**src/rtl/jump_incr_pkg.sv**
```systemverilog
// shared constants and carrier types for the jump / increment executer
// assumes a single 100 MHz clock and an AXI4-Lite master for control
package jump_incr_pkg;

   // instruction cycle: four clock phases
   localparam int PHASES_PER_CYCLE = 4;
   localparam logic [1:0] PH_Q1 = 2'h0;
   localparam logic [1:0] PH_Q2 = 2'h1;
   localparam logic [1:0] PH_Q3 = 2'h2;
   localparam logic [1:0] PH_Q4 = 2'h3;

   // opcode fields
   localparam logic [7:0] JUMP_W1_OP = 8'hEF;
   localparam logic [3:0] JUMP_W2_OP = 4'hF;
   localparam logic [5:0] INCR_OP = 6'h0A;
   localparam int INCR_OP_LSB = 10;
   localparam int DEST_BIT = 9;
   localparam int BANK_BIT = 8;

   // data addressing
   localparam logic [7:0] INDEXED_LIMIT = 8'h5F;
   localparam logic [7:0] ACCESS_SPLIT = 8'h60;
   localparam logic [3:0] ACCESS_HIGH_BANK = 4'hF;
   localparam logic [3:0] ACCESS_LOW_BANK = 4'h0;

   // flag positions in the status register
   localparam int FLAG_C = 0;
   localparam int FLAG_HALF_CARRY = 1;
   localparam int FLAG_Z = 2;
   localparam int FLAG_OVERFLOW = 3;
   localparam int FLAG_N = 4;

   // AXI4-Lite register byte offsets
   localparam logic [7:0] OFS_CTRL = 8'h00;
   localparam logic [7:0] OFS_BANK = 8'h04;
   localparam logic [7:0] OFS_INDEX = 8'h08;
   localparam logic [7:0] OFS_WORK = 8'h0C;
   localparam logic [7:0] OFS_STATUS = 8'h10;
   localparam logic [7:0] OFS_PC = 8'h14;
   localparam int CTRL_RUN = 0;
   localparam int CTRL_EXT = 1;

   // reset values
   localparam logic [1:0] CTRL_RESET = 2'h0;
   localparam logic [3:0] BANK_RESET = 4'h0;
   localparam logic [11:0] INDEX_RESET = 12'h000;
   localparam logic [7:0] WORK_RESET = 8'h00;
   localparam logic [4:0] STATUS_RESET = 5'h00;
   localparam logic [20:0] PC_RESET = 21'h000000;

   localparam logic [1:0] RESP_OKAY = 2'h0;
   localparam logic [1:0] RESP_SLVERR = 2'h2;

   // register file request towards the core data memory
   typedef struct packed
   {
      logic [11:0] addr;
      logic [7:0] wdata;
      logic we;
   } rf_req_t;

   // increment result with flags
   typedef struct packed
   {
      logic [7:0] value;
      logic [4:0] flags;
   } alu_out_t;

endpackage

```
**src/rtl/incr_alu.sv**
```systemverilog
// eight-bit incrementer with the arithmetic status flags
// assumes purely combinational use; caller latches the result
`timescale 1ns/1ns
module incr_alu
   import jump_incr_pkg::*;
(
   // operand
   input wire logic [7:0] operand,
   // result and flags
   output alu_out_t result
);

   logic [8:0] sum;
   logic [4:0] half;

   // full and low-nibble sums give carry and half carry
   always_comb
   begin
      sum = {1'b0, operand} + 9'h001;
      half = {1'b0, operand[3:0]} + 5'h01;
      result.value = sum[7:0];
      result.flags = '0;
      result.flags[FLAG_C] = sum[8];
      result.flags[FLAG_HALF_CARRY] = half[4];
      result.flags[FLAG_Z] = (sum[7:0] == 8'h00);
      result.flags[FLAG_N] = sum[7];
      // only 7Fh overflows when adding one
      result.flags[FLAG_OVERFLOW] = ~operand[7] & sum[7];
   end

endmodule

```
**src/rtl/jump_and_increment_exec.sv**
```systemverilog
// executer for the two-word jump and the one-word register increment
// assumes fetch presents the word at pc and the word after it, same clock,
// and the register file answers a read within one phase (one aclk)
`timescale 1ns/1ns

module jump_and_increment_exec
   import jump_incr_pkg::*;
(
   // clock and reset
   input wire logic aclk,
   input wire logic aresetn,
   // AXI4-Lite write address
   input wire logic [7:0] s_axi_awaddr,
   input wire logic s_axi_awvalid,
   output logic s_axi_awready,
   // AXI4-Lite write data
   input wire logic [31:0] s_axi_wdata,
   input wire logic [3:0] s_axi_wstrb,
   input wire logic s_axi_wvalid,
   output logic s_axi_wready,
   // AXI4-Lite write response
   output logic [1:0] s_axi_bresp,
   output logic s_axi_bvalid,
   input wire logic s_axi_bready,
   // AXI4-Lite read address
   input wire logic [7:0] s_axi_araddr,
   input wire logic s_axi_arvalid,
   output logic s_axi_arready,
   // AXI4-Lite read data
   output logic [31:0] s_axi_rdata,
   output logic [1:0] s_axi_rresp,
   output logic s_axi_rvalid,
   input wire logic s_axi_rready,
   // program fetch
   output logic [20:0] fetch_pc,
   input wire logic [15:0] fetch_word,
   input wire logic [15:0] fetch_next_word,
   // register file
   output rf_req_t rf_req,
   input wire logic [7:0] rf_rdata
);

   typedef enum logic [0:0]
   {
      ST_EXEC = 1'b0,
      ST_FLUSH = 1'b1
   } exec_state_t;

   typedef enum logic [1:0]
   {
      OP_NONE = 2'b00,
      OP_JUMP = 2'b01,
      OP_INCR = 2'b10
   } op_kind_t;

   // classify a fetched pair of words
   function automatic op_kind_t classify(input logic [15:0] w1, input logic [15:0] w2);
      op_kind_t k;
      k = OP_NONE;
      if (w1[15:8] == JUMP_W1_OP && w2[15:12] == JUMP_W2_OP)
         k = OP_JUMP;
      else if (w1[15:INCR_OP_LSB] == INCR_OP)
         k = OP_INCR;
      return k;
   endfunction

   // resolve the 12-bit data address of a byte instruction
   function automatic logic [11:0] data_addr(input logic [15:0] w, input logic ext,
                                             input logic [3:0] bank, input logic [11:0] idx);
      logic [11:0] a;
      a = {bank, w[7:0]};
      if (!w[BANK_BIT])
      begin
         if (ext && w[7:0] <= INDEXED_LIMIT)
            a = idx + {4'h0, w[7:0]};
         else if (w[7:0] < ACCESS_SPLIT)
            a = {ACCESS_LOW_BANK, w[7:0]};
         else
            a = {ACCESS_HIGH_BANK, w[7:0]};
      end
      return a;
   endfunction

   // registers
   logic [1:0] ctrl_reg;
   logic [3:0] bank_reg;
   logic [11:0] index_reg;
   logic [7:0] work_reg;
   logic [4:0] status_reg;
   logic [20:0] pc_reg;
   exec_state_t state_reg;
   logic [1:0] phase_reg;
   op_kind_t op_reg;
   logic [15:0] ir_reg;
   logic [11:0] jump_hi_reg;
   logic [7:0] jump_lo_reg;
   logic [7:0] operand_reg;
   alu_out_t alu_reg;
   rf_req_t rf_req_reg;

   // bus side
   logic aw_hold_reg, w_hold_reg, awready_reg, wready_reg, bvalid_reg;
   logic [7:0] aw_addr_reg;
   logic [31:0] w_data_reg;
   logic [3:0] w_strb_reg;
   logic [1:0] bresp_reg;
   logic arready_reg, rvalid_reg;
   logic [31:0] rdata_reg;
   logic [1:0] rresp_reg;

   logic aw_take, w_take, ar_take, do_write, sw_hit;
   logic run;
   alu_out_t alu_now;

   incr_alu u_alu
   (
      .operand(operand_reg),
      .result(alu_now)
   );

   assign aw_take = s_axi_awvalid & awready_reg;
   assign w_take = s_axi_wvalid & wready_reg;
   assign ar_take = s_axi_arvalid & arready_reg;
   assign do_write = aw_hold_reg & w_hold_reg & ~bvalid_reg;
   assign run = ctrl_reg[CTRL_RUN];
   assign sw_hit = do_write & w_strb_reg[0];

   // write address channel: one address held until the write completes
   always_ff @(posedge aclk)
   begin
      if (!aresetn)
      begin
         aw_hold_reg <= 1'b0;
         awready_reg <= 1'b0;
         aw_addr_reg <= 8'h00;
      end
      else
      begin
         if (aw_take)
         begin
            aw_hold_reg <= 1'b1;
            aw_addr_reg <= s_axi_awaddr;
         end
         else if (do_write)
            aw_hold_reg <= 1'b0;
         awready_reg <= ~aw_take & ~(aw_hold_reg & ~do_write);
      end
   end

   // write data channel, taken independently of the address
   always_ff @(posedge aclk)
   begin
      if (!aresetn)
      begin
         w_hold_reg <= 1'b0;
         wready_reg <= 1'b0;
         w_data_reg <= 32'h00000000;
         w_strb_reg <= 4'h0;
      end
      else
      begin
         if (w_take)
         begin
            w_hold_reg <= 1'b1;
            w_data_reg <= s_axi_wdata;
            w_strb_reg <= s_axi_wstrb;
         end
         else if (do_write)
            w_hold_reg <= 1'b0;
         wready_reg <= ~w_take & ~(w_hold_reg & ~do_write);
      end
   end

   // write response; unmapped or read-only offsets answer with an error
   always_ff @(posedge aclk)
   begin
      if (!aresetn)
      begin
         bvalid_reg <= 1'b0;
         bresp_reg <= RESP_OKAY;
      end
      else if (do_write)
      begin
         bvalid_reg <= 1'b1;
         case (aw_addr_reg)
            OFS_CTRL, OFS_BANK, OFS_INDEX, OFS_WORK: bresp_reg <= RESP_OKAY;
            default: bresp_reg <= RESP_SLVERR;
         endcase
      end
      else if (s_axi_bready)
         bvalid_reg <= 1'b0;
   end

   // software-written configuration; lane 0 gates every write, and the index also needs lane 1
   always_ff @(posedge aclk)
   begin
      if (!aresetn)
      begin
         ctrl_reg <= CTRL_RESET;
         bank_reg <= BANK_RESET;
         index_reg <= INDEX_RESET;
      end
      else if (sw_hit)
      begin
         if (aw_addr_reg == OFS_CTRL)
            ctrl_reg <= w_data_reg[1:0];
         if (aw_addr_reg == OFS_BANK)
            bank_reg <= w_data_reg[3:0];
         if (aw_addr_reg == OFS_INDEX && w_strb_reg[1])
            index_reg <= w_data_reg[11:0];
      end
   end

   // read channel: one read at a time, data one cycle after the address
   always_ff @(posedge aclk)
   begin
      if (!aresetn)
      begin
         arready_reg <= 1'b0;
         rvalid_reg <= 1'b0;
         rdata_reg <= 32'h00000000;
         rresp_reg <= RESP_OKAY;
      end
      else
      begin
         if (ar_take)
         begin
            rvalid_reg <= 1'b1;
            rresp_reg <= RESP_OKAY;
            case (s_axi_araddr)
               OFS_CTRL: rdata_reg <= {30'h0, ctrl_reg};
               OFS_BANK: rdata_reg <= {28'h0000000, bank_reg};
               OFS_INDEX: rdata_reg <= {20'h00000, index_reg};
               OFS_WORK: rdata_reg <= {24'h000000, work_reg};
               OFS_STATUS: rdata_reg <= {27'h0, status_reg};
               OFS_PC: rdata_reg <= {11'h0, pc_reg};
               default:
               begin
                  rdata_reg <= 32'h00000000;
                  rresp_reg <= RESP_SLVERR;
               end
            endcase
         end
         else if (s_axi_rready)
            rvalid_reg <= 1'b0;
         arready_reg <= ~ar_take & ~(rvalid_reg & ~s_axi_rready);
      end
   end

   // phase counter Q1..Q4, runs only while enabled
   always_ff @(posedge aclk)
   begin
      if (!aresetn)
         phase_reg <= PH_Q1;
      else if (run)
         phase_reg <= phase_reg + 2'h1;
   end

   // cycle state: a taken jump is followed by one dead cycle
   always_ff @(posedge aclk)
   begin
      if (!aresetn)
         state_reg <= ST_EXEC;
      else if (run && phase_reg == PH_Q4)
      begin
         case (state_reg)
            ST_EXEC: state_reg <= (op_reg == OP_JUMP) ? ST_FLUSH : ST_EXEC;
            ST_FLUSH: state_reg <= ST_EXEC;
            default: state_reg <= ST_EXEC;
         endcase
      end
   end

   // Q1 decode and address setup, Q2 operand read, Q3 process
   always_ff @(posedge aclk)
   begin
      if (!aresetn)
      begin
         op_reg <= OP_NONE;
         ir_reg <= 16'h0000;
         jump_hi_reg <= 12'h000;
         jump_lo_reg <= 8'h00;
         operand_reg <= 8'h00;
         alu_reg <= '0;
      end
      else if (run && state_reg == ST_EXEC)
      begin
         case (phase_reg)
            PH_Q1:
            begin
               op_reg <= classify(fetch_word, fetch_next_word);
               ir_reg <= fetch_word;
               jump_hi_reg <= fetch_next_word[11:0];
            end
            PH_Q2:
            begin
               jump_lo_reg <= ir_reg[7:0];
               operand_reg <= rf_rdata;
            end
            PH_Q3: alu_reg <= alu_now;
            default: op_reg <= op_reg;
         endcase
      end
      else if (run && phase_reg == PH_Q4)
         op_reg <= OP_NONE;
   end

   // register file port: address from Q1, write strobe only through Q4
   always_ff @(posedge aclk)
   begin
      if (!aresetn)
         rf_req_reg <= '0;
      else
      begin
         rf_req_reg.we <= 1'b0;
         if (run && state_reg == ST_EXEC && phase_reg == PH_Q1)
            rf_req_reg.addr <= data_addr(fetch_word, ctrl_reg[CTRL_EXT], bank_reg,
                                         index_reg);
         if (run && state_reg == ST_EXEC && phase_reg == PH_Q3 && op_reg == OP_INCR)
         begin
            rf_req_reg.wdata <= alu_now.value;
            rf_req_reg.we <= ir_reg[DEST_BIT];
         end
      end
   end

   // working register: core write at Q4 wins over a software write
   always_ff @(posedge aclk)
   begin
      if (!aresetn)
         work_reg <= WORK_RESET;
      else if (run && state_reg == ST_EXEC && phase_reg == PH_Q4 && op_reg == OP_INCR
               && !ir_reg[DEST_BIT])
         work_reg <= alu_reg.value;
      else if (sw_hit && aw_addr_reg == OFS_WORK)
         work_reg <= w_data_reg[7:0];
   end

   // flags change only on an increment; the jump never touches them
   always_ff @(posedge aclk)
   begin
      if (!aresetn)
         status_reg <= STATUS_RESET;
      else if (run && state_reg == ST_EXEC && phase_reg == PH_Q4 && op_reg == OP_INCR)
         status_reg <= alu_reg.flags;
   end

   // program counter written in Q4; held through the dead cycle
   always_ff @(posedge aclk)
   begin
      if (!aresetn)
         pc_reg <= PC_RESET;
      else if (run && state_reg == ST_EXEC && phase_reg == PH_Q4)
      begin
         if (op_reg == OP_JUMP)
            pc_reg <= {jump_hi_reg, jump_lo_reg, 1'b0};
         else
            pc_reg <= pc_reg + 21'h000002;
      end
   end

   // outputs straight from flops
   assign s_axi_awready = awready_reg;
   assign s_axi_wready = wready_reg;
   assign s_axi_bvalid = bvalid_reg;
   assign s_axi_bresp = bresp_reg;
   assign s_axi_arready = arready_reg;
   assign s_axi_rvalid = rvalid_reg;
   assign s_axi_rdata = rdata_reg;
   assign s_axi_rresp = rresp_reg;
   assign fetch_pc = pc_reg;
   assign rf_req = rf_req_reg;

endmodule

```
**config.mk**
```make
export PLATFORM = sky130hd
export DESIGN_NAME = jump_and_increment_exec
export DESIGN_NICKNAME = d
export VERILOG_FILES = /design/src/rtl/jump_incr_pkg.sv /design/src/rtl/incr_alu.sv /design/src/rtl/jump_and_increment_exec.sv
export SDC_FILE = /design/constraint.sdc
export NUM_CORES = 1
export LEC_CHECK = 0
export BUFFER_PORTS_ARGS = -buffer_cell sky130_fd_sc_hd__buf_2
export CAP_MARGIN = 20
export CELL_PAD_IN_SITES_DETAIL_PLACEMENT = 0
export CELL_PAD_IN_SITES_GLOBAL_PLACEMENT = 2
export CORE_MARGIN = 2
export CORE_UTILIZATION = 26
export CTS_BUF_LIST = sky130_fd_sc_hd__clkbuf_8
export DETAILED_ROUTE_END_ITERATION = 8
export GPL_ROUTABILITY_DRIVEN = 0
export PLACE_DENSITY_LB_ADDON = 0.12
export SYNTH_ARGS = -nofsm -noshare
export SYNTH_HDL_FRONTEND = slang
export SYNTH_SLANG_ARGS = --single-unit
```
**constraint.sdc**
```tcl
create_clock -name aclk -period 2.3 [get_ports aclk]
set_clock_uncertainty 0.2 [all_clocks]
set_input_delay 0.115 -clock aclk [delete_from_list [all_inputs] [get_ports aclk]]
set_output_delay 0.115 -clock aclk [all_outputs]
set_load 0.02 [all_outputs]
```
==> flow_summary.yaml <==
critical_path:
  path_cells: "ha_1 -> inv_1 -> fa_1 -> nand2b_4 -> a21oi_2 -> o2111ai_1 -> xor2_1 -> a221oi_2"
  crit_slowest_cell: "fa_1"
  crit_path_end: "rf_req[19]$_SDFFE_PN0P_"
  worstRegToRegCells: 8
  crit_cells: 8
  cp_max_fo: 3
  timing.rr.end: "rf_req[19]$_SDFFE_PN0P_"
  required_ns: 2.47
  cp-start-kind: "flip-flop"
  worstSetupPathType: "flip-flop to flip-flop"
  cp.arrival_ns: 2.32
  setup.worst_path.start: "index_reg[0]$_SDFFE_PN0P_"
  critPathCaptureType: "flip-flop"
  r2r_slack_ns: 0.15
  timing.rr.start: "index_reg[0]$_SDFFE_PN0P_"
  slowest_delay_ns: 0.39
  cp_num_buf_inv: 1
  crit_family: "adder cells"
drt:
  drc: 0
  dr.max_layer_used: "met4"
  antenna_left: 0
  drt-vias-per-instance: 4.692
  drt-pass1-iter-count: 4
  routed-wl-met2_mm: 13.17
  wl_mm: 27.67
  vias: 7648
  routedWlPerCell_microns: 16.98
  met1_length_mm: 13.28
  drtIter0Drc: 425
  wl_met3_mm: 1.023
synthesis:
  synthFlopType: "dfxtp_1"
  syn_avg_cell_area_sq_um: 8.235
  synth-seq-area-share_pct: 44.29
  synthCells: 977
  synthesis.area_sq_mm: 0.008045
  synthDistinctLibCells: 67
  yosysWarnings: 0
  synthArstFlopShare_pct: 0
  ys_seq_elements: 178
  synth_edf_count: 0
finish:
  drive_gt1_share_pct: 21.98
  final_common_cell: "dfxtp_1"
  fillers: 3294
  fin_nets: 1336
  final_cell_mix: "dfxtp_1 (175), nand2_1 (164), buf_2 (145)"
  syn_to_final_growth_pct: 33.25
power_and_ir_drop:
  peakVddDrop_v: 0.0002784
  power-per-cell-area_mw_per_mm2: 542.7
  power_switching_mw: 1.583
  swShare_pct: 27.20
  pwr-share-clk_pct: 38.5
  seq_power_share_pct: 53.9
  power_mw: 5.818
  intPower_mw: 4.235
  combPwrFrac_pct: 7.7
  p_leak_nw: 4.155
sta:
  timing.hold.ws_ns: 0.02607
  period_share_pct: 93.44
  fin_crit_ns: 2.149
  max_freq_mhz: 465.3
  setup_ws_ns: 0.1508
  finalSetupTns_ns: 0
  setup-violations-final: 0
  rsz0062_at_grt: "yes"
  hold_viol: 0
  slew_viol_final: 0
  slew_headroom_pct: 62.29
  tightest_slew_ns: 0.5657
place:
  portBuffers: 145
  hpwl_mm: 20.46
  post-place-ws_ns: 0.05898
global_routing:
  first_global_vias: 7656
  grt-ovfl-total: 0
  grt.total_usage_pct: 17.18
  grt_pass1_wl_mm: 44.14
  antenna_found_initial: 1
  grt_start_max_net_pins: 61
clocking:
  cts_buffers: 17
  cts.clk_slew.worst_paths_ns: 0.09
  cts_root_buffer: "clkbuf_8"
  cts_tree: "done"
  htree_levels: 4
  clockBufferDepth: 2
  clk_latency_ns: 0.47
  clock_sinks: 178
floorplanning:
  io_pins: 182
  start_util_pct: 26.37
  chipHeight_microns: 179.9
  row_count: 64
  dieArea_sq_mm: 0.03237
  core_sq_mm: 0.03051
  fp.dieW_microns: 179.9
outcome:
  outcome: "complete, no violations"
worst_hold_path:
  hold_start: "s_axi_araddr[3]"
  hold_path_class: "primary input to flip-flop"
run:
  max_cap_violations: 0
[power groups by stage]
stage	Sequential, mW	Clock [mW]	Combinational [mW]
floorplan	3.21	0	0.202
global placement	3.21	0	0.355
detailed placement	3.21	0	0.354
CTS	3.14	2.32	0.449
global route	3.14	2.45	0.493
finish	3.13	2.24	0.446
[worst min-delay path by stage]
stage	to	slack (ns)	depth (start not counted)
CTS	s_axi_rdata[0]$_SDFFE_PN0P_	0.009	4
detailed placement	jump_hi_reg[7]$_SDFFE_PN0P_	0.16	3
global placement	operand_reg[1]$_SDFFE_PN0P_	0.16	3
floorplan	jump_hi_reg[10]$_SDFFE_PN0P_	0.05	2
finish	s_axi_rdata[0]$_SDFFE_PN0P_	0.03	4
global route	s_axi_rdata[0]$_SDFFE_PN0P_	0.03	4
[stage by stage]
stage	util (%)	std cells	area (sq um)
final	35.14	1630	10720
after global routing	35.13	1629	10720
after CTS	34.98	1628	10670
after detailed placement	31.22	1521	9525
after global placement	31.22	1521	9525
after floorplan	-	990	8102
[Yosys cell counts (4+ instances only)]
cell / count / area share, %
a311oi_1: 6 / 0.65
xnor2_1: 5 / 0.54
nand4_1: 7 / 0.54
nand2b_1: 11 / 0.86
nand3b_1: 6 / 0.56
buf_2: 4 / 0.25
clkbuf_1: 54 / 2.5
dfxtp_1: 178 / 44
nor3_1: 9 / 0.56
mux2i_1: 41 / 5.1
o21ai_0: 30 / 1.9
buf_4: 15 / 1.4
o22ai_1: 7 / 0.54
nor2_1: 113 / 5.3
a211oi_1: 30 / 2.8
a21oi_1: 108 / 6.7
nor4_1: 6 / 0.47
o31ai_1: 4 / 0.37
and3_1: 9 / 0.70
inv_1: 13 / 0.61
ha_1: 15 / 2.3
a41o_1: 4 / 0.50
nand3_1: 25 / 1.6
a31oi_1: 7 / 0.54
and2_1: 8 / 0.62
a22oi_1: 25 / 2.3
a22o_1: 5 / 0.54
nand2_1: 165 / 7.7
xor2_1: 6 / 0.65
[routing by layer]
layer	track usage, %	vias to the layer above
li1	-	3922
met1	22.93	3561
met4	3.967	0
met5	0	-
met3	2.978	15
met2	28.87	150
[tightest hold or removal path, cell delays in order]
cell,delay [ns]
buf_2,0.27
a21boi_4,0.11
o21ai_0,0.08
a21oi_1,0.06
[repair_timing]
| item | 4_1_cts | 5_1_grt |
|---|---|---|
| hold buffers | 76 | 0 |
| endpoints found under the setup margin | 0 | 11 |
| endpoints found under the hold margin | 74 | 0 |
| setup buffers | 0 | 1 |
| gates resized for setup | 0 | 9 |
[cell type report]
class | count | area [sq um] | share of cell area, %
Inverter | 14 | 55.05 | 0.5135
Antenna cell | 1 | 2.502 | 0.02334
Clock buffer | 18 | 247.7 | 2.311
Multi-Input combinational cell | 721 | 4167 | 38.87
Tap cell | 396 | 495.5 | 4.622
Timing Repair Buffer | 289 | 2047 | 19.09
Sequential cell | 178 | 3567 | 33.27
Clock inverter | 13 | 138.9 | 1.296
[kinds of logic after synthesis]
kind of cell,count (synthesis),share of synthesized area [%]
XOR/XNOR,11,1.197
buffers and inverters,91,5.101
other,1,0.04661
multiplexers,45,5.801
AND/OR/NAND/NOR,377,20.64
adder cells (fa/ha/maj),16,2.582
AO/OA/AOI/OAI,258,20.34
flip-flops,178,44.29
No activity file was read; power rests on OpenSTA's default activity.
